### src/rtl/btrs_pkg.sv
// Shared constants and types for the bonded transceiver reset sequencer
package btrs_pkg;
	// Clock and fixed sequence times
	localparam int CLK_PERIOD_NS = 4;
	localparam int PLL_RST_NS = 1000;
	localparam int PLL_RST_CYC = (PLL_RST_NS + CLK_PERIOD_NS - 1) / CLK_PERIOD_NS;
	localparam int MIN_PULSE_PCLK = 2;
	localparam int BUSY_GAP_PCLK = 2;
	localparam int CNT_W = 16;
	// Transmit sub-blocks: phase FIFO, byte serializer, encoder, serializer, XAUI FSM
	localparam int TXB_W = 5;
	// Receive sub-blocks: aligner, deskew, rate FIFO, decoder, byte deser,
	// byte ordering, phase FIFO, XAUI FSMs, BIST verifiers
	localparam int RXB_W = 9;
	// Register port
	localparam int ADDR_W = 4;
	localparam int DATA_W = 32;
	localparam logic [ADDR_W-1:0] REG_CTRL = 4'h0;
	localparam logic [ADDR_W-1:0] REG_STATUS = 4'h4;
	localparam int CTRL_W = 4;
	localparam int CTRL_START = 0;
	localparam int CTRL_RX = 1;
	localparam int CTRL_MANUAL = 2;
	localparam int CTRL_PDOWN = 3;
	localparam logic [CTRL_W-1:0] CTRL_RST = 4'h2;
	localparam int ST_BUSY = 0;
	localparam int ST_PLL = 1;
	localparam int ST_ALLLK = 2;
	localparam int ST_OFFS = 3;
	localparam int ST_READY = 4;
	localparam int ST_STATE = 8;
	localparam int STATE_W = 4;

	typedef logic [ADDR_W-1:0] btrs_addr_t;
	typedef logic [DATA_W-1:0] btrs_data_t;
	typedef enum logic [1:0] {LK_AUTO, LK_REF, LK_DATA} btrs_lock_t;
	typedef enum logic [1:0] {BZ_FIRST, BZ_OFFSET, BZ_IDLE, BZ_ACCESS} btrs_busy_t;
	typedef enum logic [STATE_W-1:0] {
		CS_PLL_RST, CS_PLL_WAIT, CS_BUSY_WAIT, CS_CDR_GAP, CS_REF_WAIT,
		CS_CDR_WAIT, CS_SETTLE, CS_READY
	} btrs_state_t;
endpackage : btrs_pkg

### src/rtl/btrs_if.sv
// Reset, lock-mode and status wires between transceiver block and its controller
`timescale 1ns/1ps
`default_nettype none
interface btrs_if #(parameter int N_CH = 4);
	logic pll_reset;
	logic tx_logic_reset;
	logic rx_logic_reset;
	logic [N_CH-1:0] rx_cdr_reset;
	logic block_powerdown;
	logic [N_CH-1:0] hold_ref;
	logic [N_CH-1:0] force_data;
	logic pll_locked;
	logic busy;
	logic [N_CH-1:0] cdr_locked;

	modport dev (
		input pll_reset, tx_logic_reset, rx_logic_reset, rx_cdr_reset, block_powerdown,
		input hold_ref, force_data,
		output pll_locked, busy, cdr_locked
	);
	modport ctl (
		output pll_reset, tx_logic_reset, rx_logic_reset, rx_cdr_reset, block_powerdown,
		output hold_ref, force_data,
		input pll_locked, busy, cdr_locked
	);
endinterface : btrs_if
`default_nettype wire

### src/rtl/btrs_tick.sv
// Clock divider giving a one-cycle enable pulse every DIV cycles
`timescale 1ns/1ps
`default_nettype none
module btrs_tick #(
	parameter int DIV = 4
) (
	input wire logic clock,
	input wire logic rst,
	output logic tick
);
	import btrs_pkg::*;
	localparam int W = $clog2(DIV);

	if (DIV < 2) $error("btrs_tick: DIV must be at least 2");

	typedef struct packed {
		logic [W-1:0] cnt;
		logic tick;
	} btrs_tick_st_t;

	btrs_tick_st_t q, d;

	always_comb begin
		d = q;
		d.tick = (q.cnt == W'(DIV - 1));
		d.cnt = d.tick ? '0 : q.cnt + 1'b1;
	end

	always_ff @(posedge clock or posedge rst) begin
		if (rst) begin
			q <= '0;
		end else begin
			q <= d;
		end
	end

	assign tick = q.tick;
endmodule : btrs_tick
`default_nettype wire

### src/rtl/btrs_device.sv
// Transceiver block end: reset fan-out, PLL, busy and per-channel CDR lock
`timescale 1ns/1ps
`default_nettype none
module btrs_device #(
	parameter int N_CH = 4,
	parameter int PDIV = 4,
	parameter int RDIV = 8,
	parameter int PLL_LOCK_T = 40,
	parameter int OFFSET_T = 30,
	parameter int ACCESS_T = 6,
	parameter int CDR_LOCK_T = 20,
	parameter int CDR_STAGGER = 3
) (
	input wire logic clock,
	input wire logic rst,
	btrs_if.dev link,
	input wire logic recfg_access,
	output logic pll_clr,
	output logic [btrs_pkg::TXB_W-1:0] tx_block_clr,
	output logic tx_buffer_off,
	output logic [btrs_pkg::RXB_W-1:0] rx_block_clr,
	output logic [N_CH-1:0] cdr_clr,
	output logic rx_analog_off,
	output logic [N_CH-1:0][1:0] cdr_mode
);
	import btrs_pkg::*;

	if (N_CH < 1) $error("btrs_device: N_CH must be at least 1");
	if (PLL_LOCK_T < 1 || OFFSET_T < 1 || ACCESS_T < 1 || CDR_LOCK_T < 1)
		$error("btrs_device: lock and busy times must be at least 1");
	if (CDR_LOCK_T + (N_CH - 1) * CDR_STAGGER >= 2 ** CNT_W)
		$error("btrs_device: CDR lock time too long for counter");
	if (PLL_LOCK_T >= 2 ** CNT_W || OFFSET_T >= 2 ** CNT_W || ACCESS_T >= 2 ** CNT_W)
		$error("btrs_device: time too long for counter");

	typedef struct packed {
		logic [CNT_W-1:0] pll_cnt;
		logic pll_lock;
		btrs_busy_t bphase;
		logic [CNT_W-1:0] bcnt;
		logic busy;
		logic acc_pend;
		logic [N_CH-1:0][CNT_W-1:0] ccnt;
		logic [N_CH-1:0] cdr_flag;
		logic pll_clr;
		logic [TXB_W-1:0] tx_clr;
		logic tx_off;
		logic [RXB_W-1:0] rx_clr;
		logic [N_CH-1:0] cdr_clr;
		logic rx_off;
		logic [N_CH-1:0][1:0] mode;
	} btrs_dev_st_t;

	btrs_dev_st_t q, d;
	logic ptick;
	logic rtick;

	// Manual pair decodes to a lock source; both low means automatic
	function automatic btrs_lock_t lock_mode(input logic href, input logic fdata);
		btrs_lock_t m;
		m = LK_AUTO;
		if (fdata) begin
			m = LK_DATA;
		end else if (href) begin
			m = LK_REF;
		end
		return m;
	endfunction : lock_mode

	btrs_tick #(.DIV(PDIV)) u_ptick (
		.clock(clock),
		.rst(rst),
		.tick(ptick)
	);

	btrs_tick #(.DIV(RDIV)) u_rtick (
		.clock(clock),
		.rst(rst),
		.tick(rtick)
	);

	always_comb begin
		btrs_lock_t m;
		logic [CNT_W-1:0] lim;
		m = LK_AUTO;
		lim = '0;
		d = q;

		// PLL answers to its own reset only; power-off leaves it running
		d.pll_clr = link.pll_reset;
		if (link.pll_reset) begin
			d.pll_cnt = '0;
			d.pll_lock = 1'b0;
		end else if (ptick && !q.pll_lock) begin
			if (q.pll_cnt == CNT_W'(PLL_LOCK_T - 1)) begin
				d.pll_lock = 1'b1;
			end else begin
				d.pll_cnt = q.pll_cnt + 1'b1;
			end
		end

		// Fan-out of channel resets to the sub-blocks
		d.tx_clr = {TXB_W{link.tx_logic_reset | link.block_powerdown}};
		d.tx_off = link.block_powerdown;
		d.rx_clr = {RXB_W{link.rx_logic_reset | link.block_powerdown}};
		d.rx_off = link.block_powerdown;
		d.cdr_clr = link.rx_cdr_reset | {N_CH{link.block_powerdown}};

		// Access held until served, so one arriving mid-pulse is kept
		d.acc_pend = q.acc_pend | recfg_access;
		if (rtick) begin
			case (q.bphase)
				BZ_FIRST: begin
					d.bphase = BZ_OFFSET;
					d.busy = 1'b1;
					d.bcnt = '0;
				end
				BZ_OFFSET, BZ_ACCESS: begin
					lim = (q.bphase == BZ_OFFSET) ? CNT_W'(OFFSET_T - 1) : CNT_W'(ACCESS_T - 1);
					if (q.bcnt == lim) begin
						d.busy = 1'b0;
						d.bphase = BZ_IDLE;
					end else begin
						d.bcnt = q.bcnt + 1'b1;
					end
				end
				BZ_IDLE: begin
					if (q.acc_pend) begin
						d.acc_pend = recfg_access;
						d.busy = 1'b1;
						d.bphase = BZ_ACCESS;
						d.bcnt = '0;
					end
				end
				default: begin
					d.bphase = BZ_IDLE;
					d.busy = 1'b0;
				end
			endcase
		end

		// Channel CDRs lock on their own schedule
		for (int i = 0; i < N_CH; i++) begin
			m = lock_mode(link.hold_ref[i], link.force_data[i]);
			d.mode[i] = 2'(m);
			if (link.rx_cdr_reset[i] || link.block_powerdown) begin
				d.ccnt[i] = '0;
				d.cdr_flag[i] = 1'b0;
			end else if (m == LK_REF) begin
				d.ccnt[i] = '0;
				d.cdr_flag[i] = 1'b0;
			end else if (ptick && !q.cdr_flag[i]) begin
				if (q.ccnt[i] == CNT_W'(CDR_LOCK_T + i * CDR_STAGGER - 1)) begin
					d.cdr_flag[i] = 1'b1;
				end else begin
					d.ccnt[i] = q.ccnt[i] + 1'b1;
				end
			end
		end
	end

	always_ff @(posedge clock or posedge rst) begin
		if (rst) begin
			q <= '0;
			q.bphase <= BZ_FIRST;
			q.pll_clr <= 1'b1;
			q.tx_clr <= '1;
			q.rx_clr <= '1;
			q.cdr_clr <= '1;
		end else begin
			q <= d;
		end
	end

	assign link.pll_locked = q.pll_lock;
	assign link.busy = q.busy;
	assign link.cdr_locked = q.cdr_flag;
	assign pll_clr = q.pll_clr;
	assign tx_block_clr = q.tx_clr;
	assign tx_buffer_off = q.tx_off;
	assign rx_block_clr = q.rx_clr;
	assign cdr_clr = q.cdr_clr;
	assign rx_analog_off = q.rx_off;
	assign cdr_mode = q.mode;
endmodule : btrs_device
`default_nettype wire

### src/flat_wrapper.sv
// flat-port wrapper written by rule: the top's interface ports become plain ports
module btrs_device_flat import btrs_pkg::*;
#(
	parameter int N_CH = 4,
	parameter int PDIV = 4,
	parameter int RDIV = 8,
	parameter int PLL_LOCK_T = 40,
	parameter int OFFSET_T = 30,
	parameter int ACCESS_T = 6,
	parameter int CDR_LOCK_T = 20,
	parameter int CDR_STAGGER = 3
)
  (clock, rst, recfg_access, pll_clr, tx_block_clr, tx_buffer_off, rx_block_clr, cdr_clr, rx_analog_off, cdr_mode, link_pll_reset, link_tx_logic_reset, link_rx_logic_reset, link_rx_cdr_reset, link_block_powerdown, link_hold_ref, link_force_data, link_pll_locked, link_busy, link_cdr_locked);
  btrs_if #(.N_CH(N_CH)) link_i ();
  input wire logic clock;
  input wire logic rst;
  input wire logic recfg_access;
  output logic pll_clr;
  output logic [btrs_pkg::TXB_W-1:0] tx_block_clr;
  output logic tx_buffer_off;
  output logic [btrs_pkg::RXB_W-1:0] rx_block_clr;
  output logic [N_CH-1:0] cdr_clr;
  output logic rx_analog_off;
  output logic [N_CH-1:0][1:0] cdr_mode;
  input wire logic [$bits(link_i.pll_reset)-1:0] link_pll_reset;
  input wire logic [$bits(link_i.tx_logic_reset)-1:0] link_tx_logic_reset;
  input wire logic [$bits(link_i.rx_logic_reset)-1:0] link_rx_logic_reset;
  input wire logic [$bits(link_i.rx_cdr_reset)-1:0] link_rx_cdr_reset;
  input wire logic [$bits(link_i.block_powerdown)-1:0] link_block_powerdown;
  input wire logic [$bits(link_i.hold_ref)-1:0] link_hold_ref;
  input wire logic [$bits(link_i.force_data)-1:0] link_force_data;
  output wire logic [$bits(link_i.pll_locked)-1:0] link_pll_locked;
  output wire logic [$bits(link_i.busy)-1:0] link_busy;
  output wire logic [$bits(link_i.cdr_locked)-1:0] link_cdr_locked;
  assign link_i.pll_reset = link_pll_reset;
  assign link_i.tx_logic_reset = link_tx_logic_reset;
  assign link_i.rx_logic_reset = link_rx_logic_reset;
  assign link_i.rx_cdr_reset = link_rx_cdr_reset;
  assign link_i.block_powerdown = link_block_powerdown;
  assign link_i.hold_ref = link_hold_ref;
  assign link_i.force_data = link_force_data;
  assign link_pll_locked = link_i.pll_locked;
  assign link_busy = link_i.busy;
  assign link_cdr_locked = link_i.cdr_locked;
  btrs_device #(.N_CH(N_CH), .PDIV(PDIV), .RDIV(RDIV), .PLL_LOCK_T(PLL_LOCK_T), .OFFSET_T(OFFSET_T), .ACCESS_T(ACCESS_T), .CDR_LOCK_T(CDR_LOCK_T), .CDR_STAGGER(CDR_STAGGER)) u_core (.clock(clock), .rst(rst), .link(link_i), .recfg_access(recfg_access), .pll_clr(pll_clr), .tx_block_clr(tx_block_clr), .tx_buffer_off(tx_buffer_off), .rx_block_clr(rx_block_clr), .cdr_clr(cdr_clr), .rx_analog_off(rx_analog_off), .cdr_mode(cdr_mode));
endmodule
### config.mk
export PLATFORM = sky130hd
export DESIGN_NAME = btrs_device_flat
export DESIGN_NICKNAME = d
export VERILOG_FILES = /design/src/rtl/btrs_pkg.sv /design/src/rtl/btrs_if.sv /design/src/rtl/btrs_tick.sv /design/src/rtl/btrs_device.sv /design/src/flat_wrapper.sv
export SDC_FILE = /design/constraint.sdc
export NUM_CORES = 1
export LEC_CHECK = 0
export ABC_AREA = 1
export BUFFER_PORTS_ARGS = -buffer_cell sky130_fd_sc_hd__buf_2
export CAP_MARGIN = 10
export CORE_ASPECT_RATIO = 0.7
export CORE_MARGIN = 4
export CORE_UTILIZATION = 43
export CTS_BUF_LIST = sky130_fd_sc_hd__clkbuf_4
export CTS_CLUSTER_DIAMETER = 80
export DETAILED_ROUTE_END_ITERATION = 6
export HOLD_SLACK_MARGIN = 0.1
export PLACE_DENSITY_LB_ADDON = 0.15
export SYNTH_ARGS = -nofsm -noshare
export SYNTH_HDL_FRONTEND = slang
export SYNTH_SLANG_ARGS = --single-unit
### constraint.sdc
create_clock -name clock -period 3.7 [get_ports clock]
set_input_delay 0.37 -clock clock [delete_from_list [all_inputs] [get_ports clock]]
set_output_delay 0.37 -clock clock [all_outputs]
set_load 0.02 [all_outputs]
==> flow_summary.yaml, run 1 <==
placement:
  placed_area_um2: 8280
  place_hpwl_um: 13400
  place_congestion: 0.893
  numPortBuffers: 53
logic_synthesis:
  synth-seq-cells: 127
  synthCells: 1136
  avgSynthCellArea_um2: 7.08
  yosysTopAreaCell: "dfrtp_1"
  synth_top_area_share_pct: 37.3
  async_flop_share_pct: 100
  yosysSeqAreaShare_pct: 39.6
  syn_area_um2: 8040
  yosys.cell_types.count: 38
  syn_nets: 1168
  yosys_warnings: 0
  synth-edff-count: 0
  synth_area_leaders: "dfrtp_1, nand2_1, nand3_1"
  yosys_most_used_dff: "dfrtp_1"
critical_path:
  cpMaxStageDelayCell: "dlygate4sd3_1"
  crit_required_ns: 4.13
  max_stage_delay_ns: 0.53
  critPathKind: "in -> reg"
  path_cells: "dlygate4sd3_1 > buf_2 > nor2_2 > inv_2 > nor2_4 > nand3_2 > nand2_4 > inv_2 > nand3_1 > o21ai_2"
  path_buf_inv: 4
  cp_max_fo: 16
  worstSetupStartpointType: "input pin"
  crit_path_end_kind: "register"
  crit_arrival_ns: 2.62
  cp_common_cell: "inv_2"
  crit_family: "simple AND/OR/NAND/NOR gates"
floorplan:
  fp.dieH_um: 122
  initial_core_util_pct: 44.3
  rows: 41
  ioPinCount: 54
  die_area_um2: 21000
  fp.dieW_um: 171
  coreArea_um2: 18200
power:
  p_leak_nw: 4.00
  netSwitchingPower_mw: 0.696
  power_frac_comb_pct: 6.1
  p_per_area_nw_per_um2: 321
  peakVddDrop_mv: 0.185
  internal_power_mw: 2.12
  clkPwrFrac_pct: 43.8
  swShare_pct: 24.8
  seq_power_share_pct: 50.1
sta:
  min_period_ns: 2.19
  setup_viol: 0
  worstMarginPinSlew_ns: 1.01
  slew_headroom_pct: 32.7
  period_share_pct: 59.3
  rsz0062_at_grt: "false"
  skew_ns: 0.0257
  report.final.slew_viol_count: 0
  hold_viol_final: 0
  tns_ns: 0
  timing.fmax_ghz: 0.456
detailed_routing:
  wl_per_cell_um: 13.1
  drtPass1Iterations: 5
  drt_wl_total_um: 18600
  final_antenna_net_count: 0
  avgViaCountPerCell: 5.00
  drc: 0
  vias: 7097
  drt_iter0_drc: 624
clock_network:
  post_cts_resized: 0
  htree_num_levels: 4
  cts.path.max_buffers: 2
  cts_buffers: 17
  clk_latency_ns: 0.55
  clock_sinks: 127
  clkTransAtPathRegs_ns: 0.11
  cts-root-buf: "clkbuf_4"
  cts_tree: "built"
grt:
  grt_pass1_wl_um: 31800
  overflow: 0
  antenna_found_initial: 0
  grt_use_total_pct: 18.5
  grt_pass1_vias: 6306
  grt_max_degree: 45
finish:
  syn2layout_area_growth_pct: 8.96
  final_area_um2: 8760
  fillers: 1845
  mostFrequentLayoutCells: "nand2_1, nor2_1, nand3_1"
  layout-drive-gt1-share_pct: 12.0
  layout_commonest_cell: "nand2_1"
  fin_nets: 1202
  diodes: 0
outcome:
  status: "finished, final reports clean"
hold_path:
  hold_path_class: "in -> reg"
run:
  drv_cap: 0
## power by group through the flow
stage | registers (mW) | logic (mW) | clock network, mW
global route | 1.41 | 0.192 | 1.34
CTS | 1.41 | 0.175 | 1.28
floorplan | 1.44 | 0.129 | 0
detailed placement | 1.44 | 0.166 | 0
global placement | 1.44 | 0.165 | 0
finish | 1.41 | 0.171 | 1.23
## Yosys cell counts (2+ instances only)
cell type / n
nand4_1: 45
nor3_1: 21
o21bai_1: 3
nand2_4: 6
nor3b_1: 2
buf_4: 36
nor2_4: 3
inv_2: 6
dfstp_2: 7
nand2_1: 277
nand2_2: 6
clkbuf_1: 3
or2_2: 2
xor2_1: 23
dfrtp_1: 120
buf_2: 9
ha_1: 13
o21a_1: 4
inv_1: 124
buf_6: 5
o21ai_1: 10
nand3_1: 139
nor2_1: 182
o21ai_0: 48
o21ai_2: 9
a21oi_1: 11
or2_0: 3
nor2_2: 6
nand3_2: 4
## worst reg2reg max path, stage by stage, from the launching register on
cell     delay, ns
dfrtp_1       0.45
inv_1         0.11
ha_1          0.15
nand3_1       0.07
nor2_1        0.19
nand2_4       0.10
nand2_2       0.20
nand2_2       0.25
a21oi_1       0.21
nor2_1        0.06
## layer usage
metal / GRT usage (%) / wire length (um)
met2: 25.5 / 7280
met1: 29.5 / 10300
met5: 0 / 0
met4: 3.61 / 121
met3: 4.12 / 947
## sequential cells by signal (all words and copies together) (netlist names)
| name | cells |
|---|---|
| u_core.u_ptick.tick | 1 |
| u_core.cdr_clr | 4 |
| u_core.u_rtick.tick | 1 |
| u_core.rx_block_clr | 1 |
| u_core.link.cdr_locked | 4 |
| u_core.tx_buffer_off | 1 |
| u_core.tx_block_clr | 1 |
| u_core.u_ptick.q | 2 |
| u_core.link.pll_locked | 1 |
| u_core.pll_clr | 1 |
| u_core.u_rtick.q | 3 |
| u_core.cdr_mode | 8 |
| u_core.q | 99 |
## cell type report
| cell class | count | area [um2] | share of cell area, % |
|---|---|---|---|
| multi-input cells | 824 | 3980 | 45.4 |
| flip-flops and latches | 127 | 3190 | 36.4 |
| inverters | 131 | 495 | 5.66 |
| repair buffers | 69 | 438 | 5.00 |
| well taps | 236 | 295 | 3.37 |
| clock inverters | 15 | 243 | 2.77 |
| clock buffers | 17 | 128 | 1.46 |
## cells by family after synthesis
logic type / Yosys count / share of synthesized area [%]
buffers and inverters: 185 / 10.9
AND/OR/NAND/NOR: 700 / 38.7
XOR/XNOR: 24 / 2.61
flip-flops: 127 / 39.6
AO/OA/AOI/OAI: 87 / 6.12
adder cells (fa/ha/maj): 13 / 2.02
## final timing paths
path,start,endpoint,slack [ns],depth (start not counted)
max reg2reg,u_core.q[49]$_DFFE_PP0P_,u_core.q[64]$_DFFE_PP0P_,1.81,9
min reg2reg,u_core.u_rtick.q[1]$_DFF_PP0_,u_core.u_rtick.q[1]$_DFF_PP0_,0.44,1
max,link_block_powerdown,u_core.q[74]$_DFFE_PP0P_,1.51,10
max in group asynchronous,rst,u_core.cdr_clr[0]$_DFF_PP1_,2.31,4
min in group asynchronous,rst,u_core.q[121]$_DFFE_PP0P_,0.59,3
min,link_rx_cdr_reset[2],u_core.q[78]$_DFFE_PP0P_,0.18,4
## repair_timing
item | CTS | global route
endpoints found under the hold margin | 46 | 0
hold buffers | 11 | 0
setup buffers | 0 | 0
## through the flow
step	setup WS, ns	utilization [%]	hold WS, ns	power (mW)	std cells
floorplan	1.77	-	0.374	1.57	1136
global placement	1.54	45.6	0.422	1.60	1376
detailed placement	1.46	45.6	0.417	1.60	1376
CTS	1.53	48.2	0.139	2.86	1419
global route	1.30	48.2	0.166	2.94	1419
finish	1.51	48.2	0.179	2.81	1419
Note: power is estimated with default switching activity, not from simulation.
==> inputs of run 2 (changes only) <==
==> constraint.sdc (replaced) <==
create_clock -name clock -period 2.1 [get_ports clock]
set_input_delay 0.21 -clock clock [delete_from_list [all_inputs] [get_ports clock]]
set_output_delay 0.21 -clock clock [all_outputs]
set_load 0.02 [all_outputs]
==> run 2 against run 1 <==
Flip-flop and latch count stayed put. Register-to-register slack worse by 1.6 ns. Die area stayed put. Global-route usage is 0.31 points higher. Largest power group unchanged. Critical path depth is 1 lower. Worst hold slack better by 0.0096 ns. Non-clock buffer count is 15 higher. Wire length is 0.47% higher.
==> flow_summary.yaml, run 2 (same netlist as run 1, synthesis figures left out) <==
detailed_routing:
  met2RoutedLength_um: 7480
  drt_iter0_drc: 638
  wl_met3_um: 958
  top_layer_used: "met4"
  final_antenna_net_count: 0
  met1_length_um: 10200
  wl_per_cell_um: 13.1
  drt_wl_total_um: 18700
  avgViaCountPerCell: 5.00
  drtPass1Iterations: 5
  drc: 0
  vias: 7182
sta:
  hold_ws_ns: 0.189
  min_period_ns: 1.91
  timing.fmax_ghz: 0.524
  skew_ns: 0.0210
  report.final.slew_viol_count: 0
  hold_viol_final: 0
  tns_ns: 0
  slew_headroom_pct: 63.5
  rsz0062_at_grt: "false"
  worstMarginPinSlew_ns: 0.544
  setup_viol: 0
  period_share_pct: 90.9
critical_path:
  cpMaxStageDelayCell: "dfrtp_1"
  worstSetupStartpointType: "register"
  crit_path_end_kind: "register"
  critPathKind: "reg -> reg"
  max_stage_delay_ns: 0.43
  path_cells: "inv_1 > ha_1 > nand3_1 > nor2_1 > nand2_4 > nand2_2 > nand2_2 > a21oi_1 > nor2_1"
  cp_max_fo: 14
  crit_arrival_ns: 2.34
  crit_required_ns: 2.53
  crit_family: "simple AND/OR/NAND/NOR gates"
  path_buf_inv: 1
floorplan:
  rows: 41
  initial_core_util_pct: 44.3
  fp.dieH_um: 122
  die_area_um2: 21000
  coreArea_um2: 18200
  ioPinCount: 54
  fp.dieW_um: 171
grt:
  grt_max_degree: 74
  antenna_found_initial: 1
  grt_use_total_pct: 18.8
  grt_pass1_wl_um: 32300
  grt_pass1_vias: 6516
  overflow: 0
power:
  seq_power_share_pct: 53.1
  swShare_pct: 25.1
  power_frac_comb_pct: 6.9
  clkPwrFrac_pct: 40.0
  power_mw: 4.67
  p_per_area_nw_per_um2: 530
  netSwitchingPower_mw: 1.17
  peakVddDrop_mv: 0.323
  internal_power_mw: 3.50
  p_leak_nw: 4.04
clock_network:
  post_cts_resized: 0
  post_cts_buffers: 0
  clock_sinks: 127
  hold_buffers: 17
  clk_latency_ns: 0.54
  clkTransAtPathRegs_ns: 0.11
  cts_tree: "built"
  cts-root-buf: "clkbuf_4"
  cts.path.max_buffers: 2
  cts_buffers: 17
  htree_num_levels: 4
finish:
  mostFrequentLayoutCells: "nand2_1, nor2_1, nand3_1"
  regArea_um2: 3190
  layout-drive-gt1-share_pct: 12.4
  multi_input_area_um2: 3980
  syn2layout_area_growth_pct: 9.65
  fin_nets: 1217
  fillers: 1853
  layout_commonest_cell: "nand2_1"
  max_flop_register: "u_core.q"
  largest_reg_flops: 99
outcome:
  status: "finished, final reports clean"
placement:
  numPortBuffers: 53
  place_congestion: 0.910
  place_hpwl_um: 13700
run:
  drv_cap: 0
hold_path:
  hold_path_class: "in -> reg"
## run 2: cell types whose count changed in the layout (fill, tap and decap cells not counted), sizes merged
cell / before / now
diode: 0 / 1
clkbuf: 17 / 18
clkinv: 6 / 10
dlygate4sd3: 11 / 17
buf: 58 / 67
bufinv: 6 / 4
clkinvlp: 5 / 2
## run 2: worst reg2reg max path: cells and delay by family, from the launching register on
| kind | cells | cell delay, ns |
|---|---|---|
| compound gates | 1 | 0.23 |
| fa+ha+maj | 1 | 0.17 |
| buf+inv | 1 | 0.10 |
| flops | 1 | 0.43 |
| simple gates | 6 | 0.89 |
## run 2: metrics by stage
| step | area [um2] | instances | utilization (%) | setup WS (ns) |
|---|---|---|---|---|
| after global routing | 8820 | 1435 | 48.5 | 0.0185 |
| after global placement | 8340 | 1385 | 45.9 | 0.348 |
| after detailed placement | 8340 | 1385 | 45.9 | 0.220 |
| after CTS | 8810 | 1434 | 48.5 | 0.177 |
| final | 8820 | 1435 | 48.5 | 0.191 |
| after floorplan | 8040 | 1136 | - | 0.328 |
## run 2: worst paths after layout
kind	slack, ns	cells after the start	start	to
setup / recovery	0.19	9	u_core.q[49]$_DFFE_PP0P_	u_core.q[63]$_DFFE_PP0P_
setup reg to reg	0.19	9	u_core.q[49]$_DFFE_PP0P_	u_core.q[63]$_DFFE_PP0P_
hold reg to reg	0.43	1	u_core.u_ptick.q[1]$_DFF_PP0_	u_core.u_ptick.q[1]$_DFF_PP0_
hold / removal	0.19	4	link_hold_ref[3]	u_core.cdr_mode[6]$_DFF_PP0_
max in group asynchronous	1.17	4	rst	u_core.cdr_clr[3]$_DFF_PP1_
min in group asynchronous	0.21	3	rst	u_core.q[121]$_DFFE_PP0P_
## run 2: metal layers
layer  vias up  track usage (%)
met1      3295             30.1
li1       3719                -
met2       160             25.8
met5         -                0
met3         8             3.73
met4         0             4.40
## run 2: layout make-up
class	count	area share [%]
clock inverters	14	1.96
clock buffers	18	1.53
diodes	1	0.0284
inverters	131	5.62
multi-input cells	824	45.1
flip-flops and latches	127	36.1
repair buffers	84	6.27
well taps	236	3.35
## run 2: power by group through the flow
stage          combinational [mW]  sequential [mW]  clock, mW
5_1_grt                     0.359             2.49       2.05
3_5_place_dp                0.302             2.53          0
2_1_floorplan               0.228             2.53          0
3_3_place_gp                0.302             2.53          0
6_report                    0.321             2.48       1.87
4_1_cts                     0.327             2.48       1.94
==> inputs of run 3 (changes only) <==
--- a/config.mk
+++ b/config.mk
@@ -8,7 +8,7 @@
 export ABC_AREA = 1
 export BUFFER_PORTS_ARGS = -buffer_cell sky130_fd_sc_hd__buf_2
 export CAP_MARGIN = 10
-export CORE_ASPECT_RATIO = 0.7
+export CORE_ASPECT_RATIO = 0.9
 export CORE_MARGIN = 4
 export CORE_UTILIZATION = 43
 export CTS_BUF_LIST = sky130_fd_sc_hd__clkbuf_4
==> constraint.sdc (replaced) <==
create_clock -name clock -period 1.67 [get_ports clock]
set_input_delay 0.167 -clock clock [delete_from_list [all_inputs] [get_ports clock]]
set_output_delay 0.167 -clock clock [all_outputs]
set_load 0.02 [all_outputs]
==> run 3 against run 2 <==
Total power grew 13%. Maximum frequency grew 21%. Largest cell class unchanged. First-iteration DRC count shrank 22%. Die area shrank 0.15%. Register-to-register slack lost 0.10 ns. Design area grew 3.9%. Non-clock buffer count grew 37. Wire length shrank 0.54%. Highest routed layer unchanged. Count of clock-buffer cells in the layout grew 2. Critical endpoint is now u_core.q[77]$_DFFE_PP0P_. Via count grew 0.57%. Worst hold slack gained 0.0093 ns. Sequential share of layout area shrank 1.3 points.
==> flow_summary.yaml, run 3 (same netlist as run 1, synthesis figures left out) <==
clock_network:
  cts_tree: "built"
  cts.path.max_buffers: 2
  clkTransAtPathRegs_ns: 0.11
  htree_num_levels: 4
  cts_buffers: 17
  clk_latency_ns: 0.53
  cts-root-buf: "clkbuf_4"
  clock_sinks: 127
detailed_routing:
  drt_wl_total_um: 18600
  vias: 7223
  avgViaCountPerCell: 4.88
  final_antenna_net_count: 0
  drtPass1Iterations: 7
  drt_iter0_drc: 496
  drc: 0
  wl_per_cell_um: 12.6
floorplan:
  die_area_um2: 21000
  initial_core_util_pct: 43.7
  ioPinCount: 54
  fp.dieH_um: 138
  fp.dieW_um: 152
  rows: 47
  coreArea_um2: 18400
finish:
  max_flop_register: "u_core.q"
  layout-drive-gt1-share_pct: 16.6
  syn2layout_area_growth_pct: 13.9
  fin_nets: 1254
  mostFrequentLayoutCells: "nand2_1, nor2_1, nand3_1"
  final_cells: 1480
  layout_commonest_cell: "nand2_1"
  largest_reg_flops: 99
  diodes: 0
placement:
  numPortBuffers: 53
  dp.cells: 1421
  place_congestion: 0.912
  place_ws_ns: -0.0165
  place_hpwl_um: 13600
grt:
  busiest_layer: "met2"
  grt_pass1_wl_um: 31400
  grt_max_degree: 63
  grt_pass1_vias: 6470
  antenna_found_initial: 0
  global_route.usage.met1_pct: 26.3
  overflow: 0
  met3_usage_pct: 3.52
  grtUsageMet2_pct: 27.6
  grt_use_total_pct: 17.9
critical_path:
  r2r_cells: 11
  critPathKind: "reg -> reg"
  r2r_end: "u_core.q[77]$_DFFE_PP0P_"
  worstSetupStartpointType: "register"
  cp_max_fo: 16
  crit_path_end_kind: "register"
  worstSetupStartpoint: "u_core.q[66]$_DFFE_PP0P_"
  crit_required_ns: 2.07
  ff2ff_setup_slack_ns: 0.09
  r2r_start: "u_core.q[66]$_DFFE_PP0P_"
  crit_arrival_ns: 1.99
power:
  peakVddDrop_mv: 0.397
  p_per_area_nw_per_um2: 576
  p_leak_nw: 4.19
  power_mw: 5.28
sta:
  timing.fmax_ghz: 0.632
  tns_ns: 0
  skew_ns: 0.0217
  min_period_ns: 1.58
  fin_ws_ns: 0.0866
  setup_viol: 0
  hold_viol_final: 0
  worstMarginPinSlew_ns: 0.601
  rsz0062_at_grt: "true"
  period_share_pct: 94.8
  report.final.slew_viol_count: 0
  slew_headroom_pct: 59.9
hold_path:
  min_to: "u_core.cdr_clr[3]$_DFF_PP1_"
  hp-start: "link_rx_cdr_reset[3]"
  hold_path_class: "in -> reg"
  whs_path_depth: 3
run:
  drv_cap: 0
outcome:
  status: "finished, final reports clean"
## run 3: cell types whose count changed in the layout (fill, tap and decap cells not counted), moves of 4 or more
cell	before	now
ha_1	13	8
nand2_2	6	11
buf_4	13	46
o21ai_0	48	42
bufinv_16	4	0
nand2_1	277	270
nor2_2	6	10
nor2_1	182	177
## run 3: critical path: stages (launching register included)
cell and delay, ns:
dfrtp_1 0.43, inv_2 0.09, ha_4 0.12, inv_2 0.02
nor2_1 0.08, nand2_1 0.06, nor2_1 0.12, nand3_2 0.12
nand2_4 0.17, inv_6 0.10, nand3_1 0.08, o21ai_0 0.07
## run 3: final cells by class
cell class / count / area [um2]
fill: 1836 / 9250
multi-input combinational: 824 / 4100
sequential: 127 / 3190
timing repair buffer: 121 / 861
inverter: 131 / 500
tap: 245 / 307
clock buffer: 20 / 150
clock inverter: 12 / 55.1
## run 3: worst max path at each step
stage | endpoint | slack (ns) | depth (start not counted)
3_3_place_gp | u_core.q[121]$_DFFE_PP0P_ | -0.03 | 10
2_1_floorplan | u_core.cdr_mode[0]$_DFF_PP0_ | -0.06 | 1
3_5_place_dp | u_core.q[122]$_DFFE_PP0P_ | -0.02 | 10
5_1_grt | u_core.q[77]$_DFFE_PP0P_ | -0.06 | 11
4_1_cts | u_core.q[123]$_DFFE_PP0P_ | 0.002 | 9
6_report | u_core.q[77]$_DFFE_PP0P_ | 0.09 | 11
## run 3: per-layer routing
metal	wire [um]	up-vias
met1	9490	3290
met2	8250	124
met5	0	-
met3	748	11
li1	-	3798
met4	141	0
## run 3: where the power goes
part           leakage [nW]  internal (mW)  switching (mW)
combinational          2.37          0.148           0.294
sequential             1.70           3.11          0.0165
clock                 0.121          0.594            1.12
total                  4.19           3.85            1.43
## run 3: per-stage QoR
stage / utilization [%] / hold slack (ns) / instance area [um2]
floorplan: - / 0.171 / 8040
global placement: 46.4 / 0.289 / 8550
detailed placement: 46.4 / 0.291 / 8550
CTS: 48.6 / 0.152 / 8950
global route: 49.8 / 0.168 / 9160
finish: 49.8 / 0.198 / 9160
## run 3: what timing repair did
| action | in CTS | in global routing |
|---|---|---|
| buffers inserted | 0 | 7 |
| hold buffers | 19 | 0 |
| setup endpoints to repair | 6 | 50 |
| endpoints found under the hold margin | 157 | 0 |
| cloned | 0 | 1 |
| pin swaps | 0 | 4 |
| resized for setup | 1 | 43 |
